## src/crbrf_defines.vh

```
// Constants for the banked processor register file
`ifndef CRBRF_DEFINES_VH
`define CRBRF_DEFINES_VH

// ----------------------------------------------------------------
// Reset values, status write mask and PC read offset
// ----------------------------------------------------------------
`define CRBRF_PC_RESET     32'ha0000000
`define CRBRF_VBR_RESET    32'h00000000
`define CRBRF_SR_RESET     32'h700000f0
`define CRBRF_SR_WMASK     32'h700003f3
`define CRBRF_ZERO         32'h00000000
`define CRBRF_PC_AHEAD     32'h00000004

// ----------------------------------------------------------------
// Status word fields
// ----------------------------------------------------------------
`define CRBRF_SR_MD        30
`define CRBRF_SR_RB        29
`define CRBRF_SR_BL        28

// ----------------------------------------------------------------
// Storage layout
// ----------------------------------------------------------------
`define CRBRF_GPR_COUNT    24
`define CRBRF_GPR_LAST     23

// ----------------------------------------------------------------
// Special access selector codes
// ----------------------------------------------------------------
`define CRBRF_SEL_SR       5'h00
`define CRBRF_SEL_GBR      5'h01
`define CRBRF_SEL_SSR      5'h02
`define CRBRF_SEL_SPC      5'h03
`define CRBRF_SEL_VBR      5'h04
`define CRBRF_SEL_MULT_ACC_HIGH     5'h05
`define CRBRF_SEL_MULT_ACC_LOW     5'h06
`define CRBRF_SEL_PR       5'h07
`define CRBRF_SEL_BANK     2'h1
`define CRBRF_SEL_PC       5'h10

// ----------------------------------------------------------------
// APB word indices (byte address = index * 4)
// ----------------------------------------------------------------
`define CRBRF_W_SR         10'h018
`define CRBRF_W_GBR        10'h019
`define CRBRF_W_SSR        10'h01a
`define CRBRF_W_SPC        10'h01b
`define CRBRF_W_VBR        10'h01c
`define CRBRF_W_MULT_ACC_HIGH       10'h01d
`define CRBRF_W_MULT_ACC_LOW       10'h01e
`define CRBRF_W_PR         10'h01f
`define CRBRF_W_PC         10'h020

`endif

```

## src/crbrf_regfile.v

```verilog
// Banked architectural register file with APB debug access
//
// Implementation choices: the placing of the registers and the APB interface to the registers.
`default_nettype none
`include "crbrf_defines.vh"

module crbrf_regfile (
  // Clock and reset
  input  wire        pclk,
  input  wire        presetn,
  input  wire        manual_reset,
  // APB slave
  input  wire        psel,
  input  wire        penable,
  input  wire        pwrite,
  input  wire [11:0] paddr,
  input  wire [31:0] pwdata,
  output wire        pready,
  output wire        pslverr,
  output reg  [31:0] prdata,
  // Operand read ports
  input  wire [3:0]  op_a_idx,
  input  wire [3:0]  op_b_idx,
  output reg  [31:0] op_a_data,
  output reg  [31:0] op_b_data,
  // General register write port
  input  wire        gw_en,
  input  wire [3:0]  gw_idx,
  input  wire [31:0] gw_data,
  // Special register access port
  input  wire        sp_re,
  input  wire        sp_we,
  input  wire [4:0]  sp_sel,
  input  wire [31:0] sp_wdata,
  output reg  [31:0] sp_rdata,
  output reg         priv_violation,
  // Program flow
  input  wire        pc_load,
  input  wire [31:0] pc_next,
  input  wire        exc_entry,
  input  wire [31:0] exc_offset,
  input  wire        exc_return,
  output reg  [31:0] instruction_pointer,
  output reg  [31:0] status_word
);

  reg  [31:0] gpr [0:`CRBRF_GPR_LAST];
  reg  [31:0] global_base_reg;
  reg  [31:0] saved_status_reg;
  reg  [31:0] saved_pc_reg;
  reg  [31:0] vector_base_reg;
  reg  [31:0] mult_acc_high;
  reg  [31:0] mult_acc_low;
  reg  [31:0] procedure_return_reg;
  reg         apb_err;
  reg  [31:0] next_sp_rdata;
  reg         next_violation;
  reg  [31:0] next_prdata;
  reg         next_err;

  wire        privilege_bit   = status_word[`CRBRF_SR_MD];
  wire        bank_select_bit = status_word[`CRBRF_SR_RB];
  wire        active_bank     = privilege_bit & bank_select_bit;
  wire [9:0]  widx            = paddr[11:2];
  wire        apb_wr          = psel & penable & pwrite;
  wire        sp_bank         = (sp_sel[4:3] == `CRBRF_SEL_BANK);
  wire        sp_privonly     = (sp_sel == `CRBRF_SEL_SR) | (sp_sel == `CRBRF_SEL_SSR) |
                                (sp_sel == `CRBRF_SEL_SPC) | (sp_sel == `CRBRF_SEL_VBR) |
                                sp_bank;
  wire        sp_ok           = privilege_bit | ~sp_privonly;
  wire        sp_wr           = sp_we & sp_ok;
  wire [31:0] sr_masked       = sp_wdata & `CRBRF_SR_WMASK;

  // ----------------------------------------------------------------
  // Bank mapping
  // ----------------------------------------------------------------
  // Physical slot: bank 0 at 0-7, bank 1 at 8-15, shared 8-15 at 16-23
  function [4:0] crbrf_phys;
    input [3:0] idx;
    input       bank;
    begin
      if (idx[3]) begin
        crbrf_phys = {2'h2, idx[2:0]};
      end else begin
        crbrf_phys = {1'b0, bank, idx[2:0]};
      end
    end
  endfunction

  wire [4:0] gw_slot = crbrf_phys(gw_idx, active_bank);
  wire [4:0] sp_slot = crbrf_phys({1'b0, sp_sel[2:0]}, ~active_bank);

  // ----------------------------------------------------------------
  // General registers
  // ----------------------------------------------------------------
  genvar e;
  generate
    for (e = 0; e < `CRBRF_GPR_COUNT; e = e + 1) begin : g_gpr
      always @(posedge pclk) begin
        if (gw_en && gw_slot == e) begin
          gpr[e] <= gw_data;
        end else if (sp_wr && sp_bank && sp_slot == e) begin
          gpr[e] <= sp_wdata;
        end else if (apb_wr && widx == e) begin
          gpr[e] <= pwdata;
        end
      end
    end
  endgenerate

  // ----------------------------------------------------------------
  // Registers without reset value
  // ----------------------------------------------------------------
  always @(posedge pclk) begin
    if (sp_wr && sp_sel == `CRBRF_SEL_GBR) begin
      global_base_reg <= sp_wdata;
    end else if (apb_wr && widx == `CRBRF_W_GBR) begin
      global_base_reg <= pwdata;
    end
    if (sp_wr && sp_sel == `CRBRF_SEL_MULT_ACC_HIGH) begin
      mult_acc_high <= sp_wdata;
    end else if (apb_wr && widx == `CRBRF_W_MULT_ACC_HIGH) begin
      mult_acc_high <= pwdata;
    end
    if (sp_wr && sp_sel == `CRBRF_SEL_MULT_ACC_LOW) begin
      mult_acc_low <= sp_wdata;
    end else if (apb_wr && widx == `CRBRF_W_MULT_ACC_LOW) begin
      mult_acc_low <= pwdata;
    end
    if (sp_wr && sp_sel == `CRBRF_SEL_PR) begin
      procedure_return_reg <= sp_wdata;
    end else if (apb_wr && widx == `CRBRF_W_PR) begin
      procedure_return_reg <= pwdata;
    end
    if (exc_entry) begin
      saved_status_reg <= status_word;
      saved_pc_reg     <= instruction_pointer;
    end else begin
      if (sp_wr && sp_sel == `CRBRF_SEL_SSR) begin
        saved_status_reg <= sp_wdata;
      end else if (apb_wr && widx == `CRBRF_W_SSR) begin
        saved_status_reg <= pwdata;
      end
      if (sp_wr && sp_sel == `CRBRF_SEL_SPC) begin
        saved_pc_reg <= sp_wdata;
      end else if (apb_wr && widx == `CRBRF_W_SPC) begin
        saved_pc_reg <= pwdata;
      end
    end
  end

  // ----------------------------------------------------------------
  // Registers with reset value
  // ----------------------------------------------------------------
  always @(posedge pclk or negedge presetn) begin
    if (!presetn) begin
      status_word         <= `CRBRF_SR_RESET;
      vector_base_reg     <= `CRBRF_VBR_RESET;
      instruction_pointer <= `CRBRF_PC_RESET;
    end else if (manual_reset) begin
      status_word         <= `CRBRF_SR_RESET;
      vector_base_reg     <= `CRBRF_VBR_RESET;
      instruction_pointer <= `CRBRF_PC_RESET;
    end else begin
      if (exc_entry) begin
        status_word[`CRBRF_SR_MD] <= 1'b1;
        status_word[`CRBRF_SR_RB] <= 1'b1;
        status_word[`CRBRF_SR_BL] <= 1'b1;
        instruction_pointer       <= vector_base_reg + exc_offset;
      end else if (exc_return) begin
        status_word         <= saved_status_reg & `CRBRF_SR_WMASK;
        instruction_pointer <= saved_pc_reg;
      end else begin
        if (sp_wr && sp_sel == `CRBRF_SEL_SR) begin
          status_word <= sr_masked;
        end else if (apb_wr && widx == `CRBRF_W_SR) begin
          status_word <= pwdata & `CRBRF_SR_WMASK;
        end
        if (pc_load) begin
          instruction_pointer <= pc_next;
        end else if (apb_wr && widx == `CRBRF_W_PC) begin
          instruction_pointer <= pwdata;
        end
      end
      if (sp_wr && sp_sel == `CRBRF_SEL_VBR) begin
        vector_base_reg <= sp_wdata;
      end else if (apb_wr && widx == `CRBRF_W_VBR) begin
        vector_base_reg <= pwdata;
      end
    end
  end

  // ----------------------------------------------------------------
  // Read multiplexers
  // ----------------------------------------------------------------
  always @* begin
    next_violation = (sp_re | sp_we) & ~sp_ok;
    next_sp_rdata  = `CRBRF_ZERO;
    if (sp_re && sp_ok) begin
      if (sp_bank) begin
        next_sp_rdata = gpr[sp_slot];
      end else if (sp_sel == `CRBRF_SEL_SR) begin
        next_sp_rdata = status_word;
      end else if (sp_sel == `CRBRF_SEL_GBR) begin
        next_sp_rdata = global_base_reg;
      end else if (sp_sel == `CRBRF_SEL_SSR) begin
        next_sp_rdata = saved_status_reg;
      end else if (sp_sel == `CRBRF_SEL_SPC) begin
        next_sp_rdata = saved_pc_reg;
      end else if (sp_sel == `CRBRF_SEL_VBR) begin
        next_sp_rdata = vector_base_reg;
      end else if (sp_sel == `CRBRF_SEL_MULT_ACC_HIGH) begin
        next_sp_rdata = mult_acc_high;
      end else if (sp_sel == `CRBRF_SEL_MULT_ACC_LOW) begin
        next_sp_rdata = mult_acc_low;
      end else if (sp_sel == `CRBRF_SEL_PR) begin
        next_sp_rdata = procedure_return_reg;
      end else if (sp_sel == `CRBRF_SEL_PC) begin
        next_sp_rdata = instruction_pointer + `CRBRF_PC_AHEAD;
      end
    end
  end

  always @* begin
    next_err    = 1'b0;
    next_prdata = `CRBRF_ZERO;
    if (widx < `CRBRF_GPR_COUNT) begin
      next_prdata = gpr[widx[4:0]];
    end else if (widx == `CRBRF_W_SR) begin
      next_prdata = status_word;
    end else if (widx == `CRBRF_W_GBR) begin
      next_prdata = global_base_reg;
    end else if (widx == `CRBRF_W_SSR) begin
      next_prdata = saved_status_reg;
    end else if (widx == `CRBRF_W_SPC) begin
      next_prdata = saved_pc_reg;
    end else if (widx == `CRBRF_W_VBR) begin
      next_prdata = vector_base_reg;
    end else if (widx == `CRBRF_W_MULT_ACC_HIGH) begin
      next_prdata = mult_acc_high;
    end else if (widx == `CRBRF_W_MULT_ACC_LOW) begin
      next_prdata = mult_acc_low;
    end else if (widx == `CRBRF_W_PR) begin
      next_prdata = procedure_return_reg;
    end else if (widx == `CRBRF_W_PC) begin
      next_prdata = instruction_pointer;
    end else begin
      next_err = 1'b1;
    end
  end

  // ----------------------------------------------------------------
  // Output registers
  // ----------------------------------------------------------------
  always @(posedge pclk or negedge presetn) begin
    if (!presetn) begin
      op_a_data      <= `CRBRF_ZERO;
      op_b_data      <= `CRBRF_ZERO;
      sp_rdata       <= `CRBRF_ZERO;
      priv_violation <= 1'b0;
      prdata         <= `CRBRF_ZERO;
      apb_err        <= 1'b0;
    end else begin
      op_a_data      <= gpr[crbrf_phys(op_a_idx, active_bank)];
      op_b_data      <= gpr[crbrf_phys(op_b_idx, active_bank)];
      sp_rdata       <= next_sp_rdata;
      priv_violation <= next_violation;
      if (psel && !penable) begin
        prdata  <= pwrite ? `CRBRF_ZERO : next_prdata;
        apb_err <= next_err;
      end
    end
  end

  assign pready  = psel & penable;
  assign pslverr = psel & penable & apb_err;

endmodule
`default_nettype wire

```

## config.mk

```make
export PLATFORM = sky130hd
export DESIGN_NAME = crbrf_regfile
export DESIGN_NICKNAME = d
export VERILOG_FILES = /design/src/crbrf_regfile.v
export VERILOG_INCLUDE_DIRS = /design/src
export SDC_FILE = /design/constraint.sdc
export NUM_CORES = 2
export LEC_CHECK = 0
export BUFFER_PORTS_ARGS = -buffer_cell sky130_fd_sc_hd__buf_4
export CAP_MARGIN = 20
export CORE_UTILIZATION = 50
export DETAILED_ROUTE_END_ITERATION = 6
export PLACE_DENSITY = 0.67
export SETUP_SLACK_MARGIN = 0.3
export SKIP_CTS_REPAIR_TIMING = 1
export SLEW_MARGIN = 20
export SYNTH_ARGS = -nofsm -noshare
export SYNTH_HDL_FRONTEND = slang
export SYNTH_SLANG_ARGS = --single-unit
```

## constraint.sdc

```tcl
create_clock -name pclk -period 4.5 [get_ports pclk]
set_input_delay 0.675 -clock pclk [delete_from_list [all_inputs] [get_ports pclk]]
set_output_delay 0.675 -clock pclk [all_outputs]
set_load 0.01 [all_outputs]
```

==> impl_metrics.py <==
metrics = {
    "timing": {
        "fin_crit_sh": 0.8136,
        "period_minus_slack_ps": 3661,
        "setup_viol": 0,
        "hold_viol_final": 0,
        "max_slew_margin": 0.1236,
        "tightestPinTransition_ps": 1315,
        "tns_ps": 0,
        "clock_skew_ps": 38.76,
        "drv_slew": 0,
        "rsz0062_at_grt": "no",
        "hold_slack_ps": 172.4,
        "clock.fmax_mhz": 273.1,
    },
    "detailed_routing": {
        "avgRoutedWirePerCell_microns": 41.30,
        "ant_nets": 0,
        "drt-pass1-iter-count": 7,
        "routed_wl_microns": 372700,
        "via_count": 68400,
        "routedLengthMet1_microns": 123900,
        "routed_via_density": 7.582,
        "wl_met2_microns": 150600,
        "drcViolationCount": 1,
        "wl_met3_microns": 68950,
        "top_layer": "met5",
        "drt_iter0_markers": 12370,
    },
    "critical_path": {
        "cp_max_fo": 4,
        "cp_data_arrival_time_ps": 4340,
        "r2r-start": "vector_base_reg[0]",
        "rrSetupSlack_ps": 840,
        "critical_path_class": "flip-flop to flip-flop",
        "rr_worst_depth": 11,
        "end_kind": "flip-flop",
        "cp.required_ps": 5180,
        "start_kind": "flip-flop",
        "r2r_end": "instruction_pointer[22]",
    },
    "synth": {
        "yosys-top-cells-area": "edfxtp_1, mux4_2, mux2i_1",
        "synth_edf_count": 960,
        "syn_area_sq_um": 82540,
        "async_flop_share": 0.1760,
        "synth-seq-cells": 1165,
        "synth_cell_types": 83,
        "ys.warnings.count": 0,
        "netlist.area_leader.share": 0.3492,
        "synth.largest_area_cell": "edfxtp_1",
        "ys_seq_area_frac": 0.4115,
        "avgSynthCellArea_sq_um": 12.38,
        "syn_inst": 6666,
        "synth_flop_cell": "edfxtp_1",
    },
    "final_layout": {
        "final_cell_mix": "edfxtp_1, mux4_2, mux2i_1, buf_4, a21oi_1",
        "largest_reg_flops": 768,
        "final_area_sq_um": 93250,
        "syn2layout_area_growth_pct": 12.98,
        "layout_commonest_cell": "edfxtp_1",
        "nets": 6942,
        "fillers": 13230,
        "largest-register": "gpr",
        "layout-drive-gt1-share": 0.3298,
    },
    "worst_hold_path": {
        "worstHoldPathType": "input port to flip-flop",
        "holdPathStages": 3,
        "holdCritStartpoint": "sp_re",
        "whs_endpoint": "priv_violation",
    },
    "clock_network": {
        "cts_sinks": 1165,
        "cts_tree": "built",
        "clk_pin_slew_worst_paths_ps": 70,
        "worstSkewPairLatency_ps": 820,
        "clockRootBuffer": "clkbuf_16",
        "cts-htree-levels": 4,
        "cts_buffers": 139,
        "clockBufferDepth": 3,
    },
    "die": {
        "core_area_sq_um": 163300,
        "core.rowCount": 148,
        "die_y_microns": 408.3,
        "start_util": 0.5054,
        "boundaryPins": 396,
        "dieArea_sq_um": 166700,
        "die_w_microns": 408.3,
    },
    "status": {
        "outcome": "finished, violations left",
        "violations": "design-rule violations",
    },
    "power_and_ir_drop": {
        "ir_drop_mv": 0.4285,
        "power.leakage_nw": 34.01,
        "power_density_nw_per_um2": 314.1,
    },
    "grt": {
        "first_global_vias": 64980,
        "antenna_found_initial": 62,
        "grt_usage": 0.4394,
        "grt_max_degree": 155,
        "grt_overflow": 0,
        "grt_pass1_wl_microns": 511200,
    },
    "placement": {
        "routabilityCongestion": 1.003,
        "dp_hpwl_microns": 242600,
        "placed_area_sq_um": 88530,
        "io_buffers": 372,
    },
    "run": {
        "maxCapViolCount": 0,
    },
}
stage by stage:
stage | std cells | util | setup WS (ps) | power [mW]
after global routing | 9010 | 0.5708 | 733.2 | 29.76
after floorplan | 6686 | - | 84.73 | 15.33
after global placement | 8739 | 0.5419 | 610.9 | 17.35
after CTS | 8996 | 0.5705 | 958.6 | 29.03
after detailed placement | 8741 | 0.5421 | 568.9 | 17.43
final | 9022 | 0.5710 | 839.0 | 29.29
worst max-delay path, stage by stage, from the launching register on:
cell       delay, ps
dfrtp_1          440
ha_1             310
inv_1             90
fa_1             390
nand2b_1         190
a21oi_1          330
o211ai_1         290
a211o_1          490
a21oi_1          340
nor2_1           100
xor2_1           160
a2111oi_0        380
cell type report:
class                      instances  area [sq um]  area share
antenna                           25         62.56   0.0006709
clock buffer                     183          3905     0.04187
clock inverter                    72         745.7    0.007997
inverter                          20         75.07   0.0008050
multi-input combinational       4681         45550      0.4884
sequential                      1165         33970      0.3643
tap                             2175          2721     0.02918
timing repair buffer             701          6226     0.06676
power by group:
part	switching, mW	internal, mW	leakage [nW]
Clock	4.97	6.87	2.27
Combinational	3.05	2.00	20.4
Sequential	0.363	12.0	11.3
layer usage:
metal,vias up,GRT usage
met4,72,0.2724
met5,-,0.006609
li1,26300,-
met2,6579,0.5963
met3,1535,0.2207
met1,33910,0.5543
worst max-delay path by stage:
stage	startpoint	endpoint	slack, ps	cells after the start
floorplan	penable	gpr[14][0]	80	6
global placement	paddr[9]	gpr[6][3]	610	9
detailed placement	paddr[9]	gpr[6][9]	570	9
CTS	vector_base_reg[0]	instruction_pointer[22]	960	11
global route	vector_base_reg[0]	instruction_pointer[22]	730	11
finish	vector_base_reg[0]	instruction_pointer[22]	840	11
cell usage after synthesis (29+ instances only):
library cell / instances
buf_2: 173
nor3_1: 30
nand2_1: 468
o31ai_1: 39
ha_1: 32
a21oi_1: 597
dfrtp_1: 196
edfxtp_1: 960
o221ai_1: 32
nand3_1: 71
o21ai_1: 62
buf_4: 53
a221oi_1: 30
mux4_2: 841
clkbuf_1: 519
a22o_1: 37
a22oi_1: 64
mux2_2: 390
buf_1: 64
o22ai_1: 29
o21ai_0: 272
xnor2_1: 30
nor2_1: 569
mux2i_1: 754
cells by family after synthesis:
| group | share of synthesized area |
|---|---|
| xor+xnor | 0.005093 |
| buf+inv | 0.04385 |
| flops | 0.4115 |
| other cells | 0.00004543 |
| compound gates | 0.09548 |
| simple gates | 0.06397 |
| mux | 0.3749 |
| fa+ha+maj | 0.005093 |
Power figures use the tool's default switching activity.
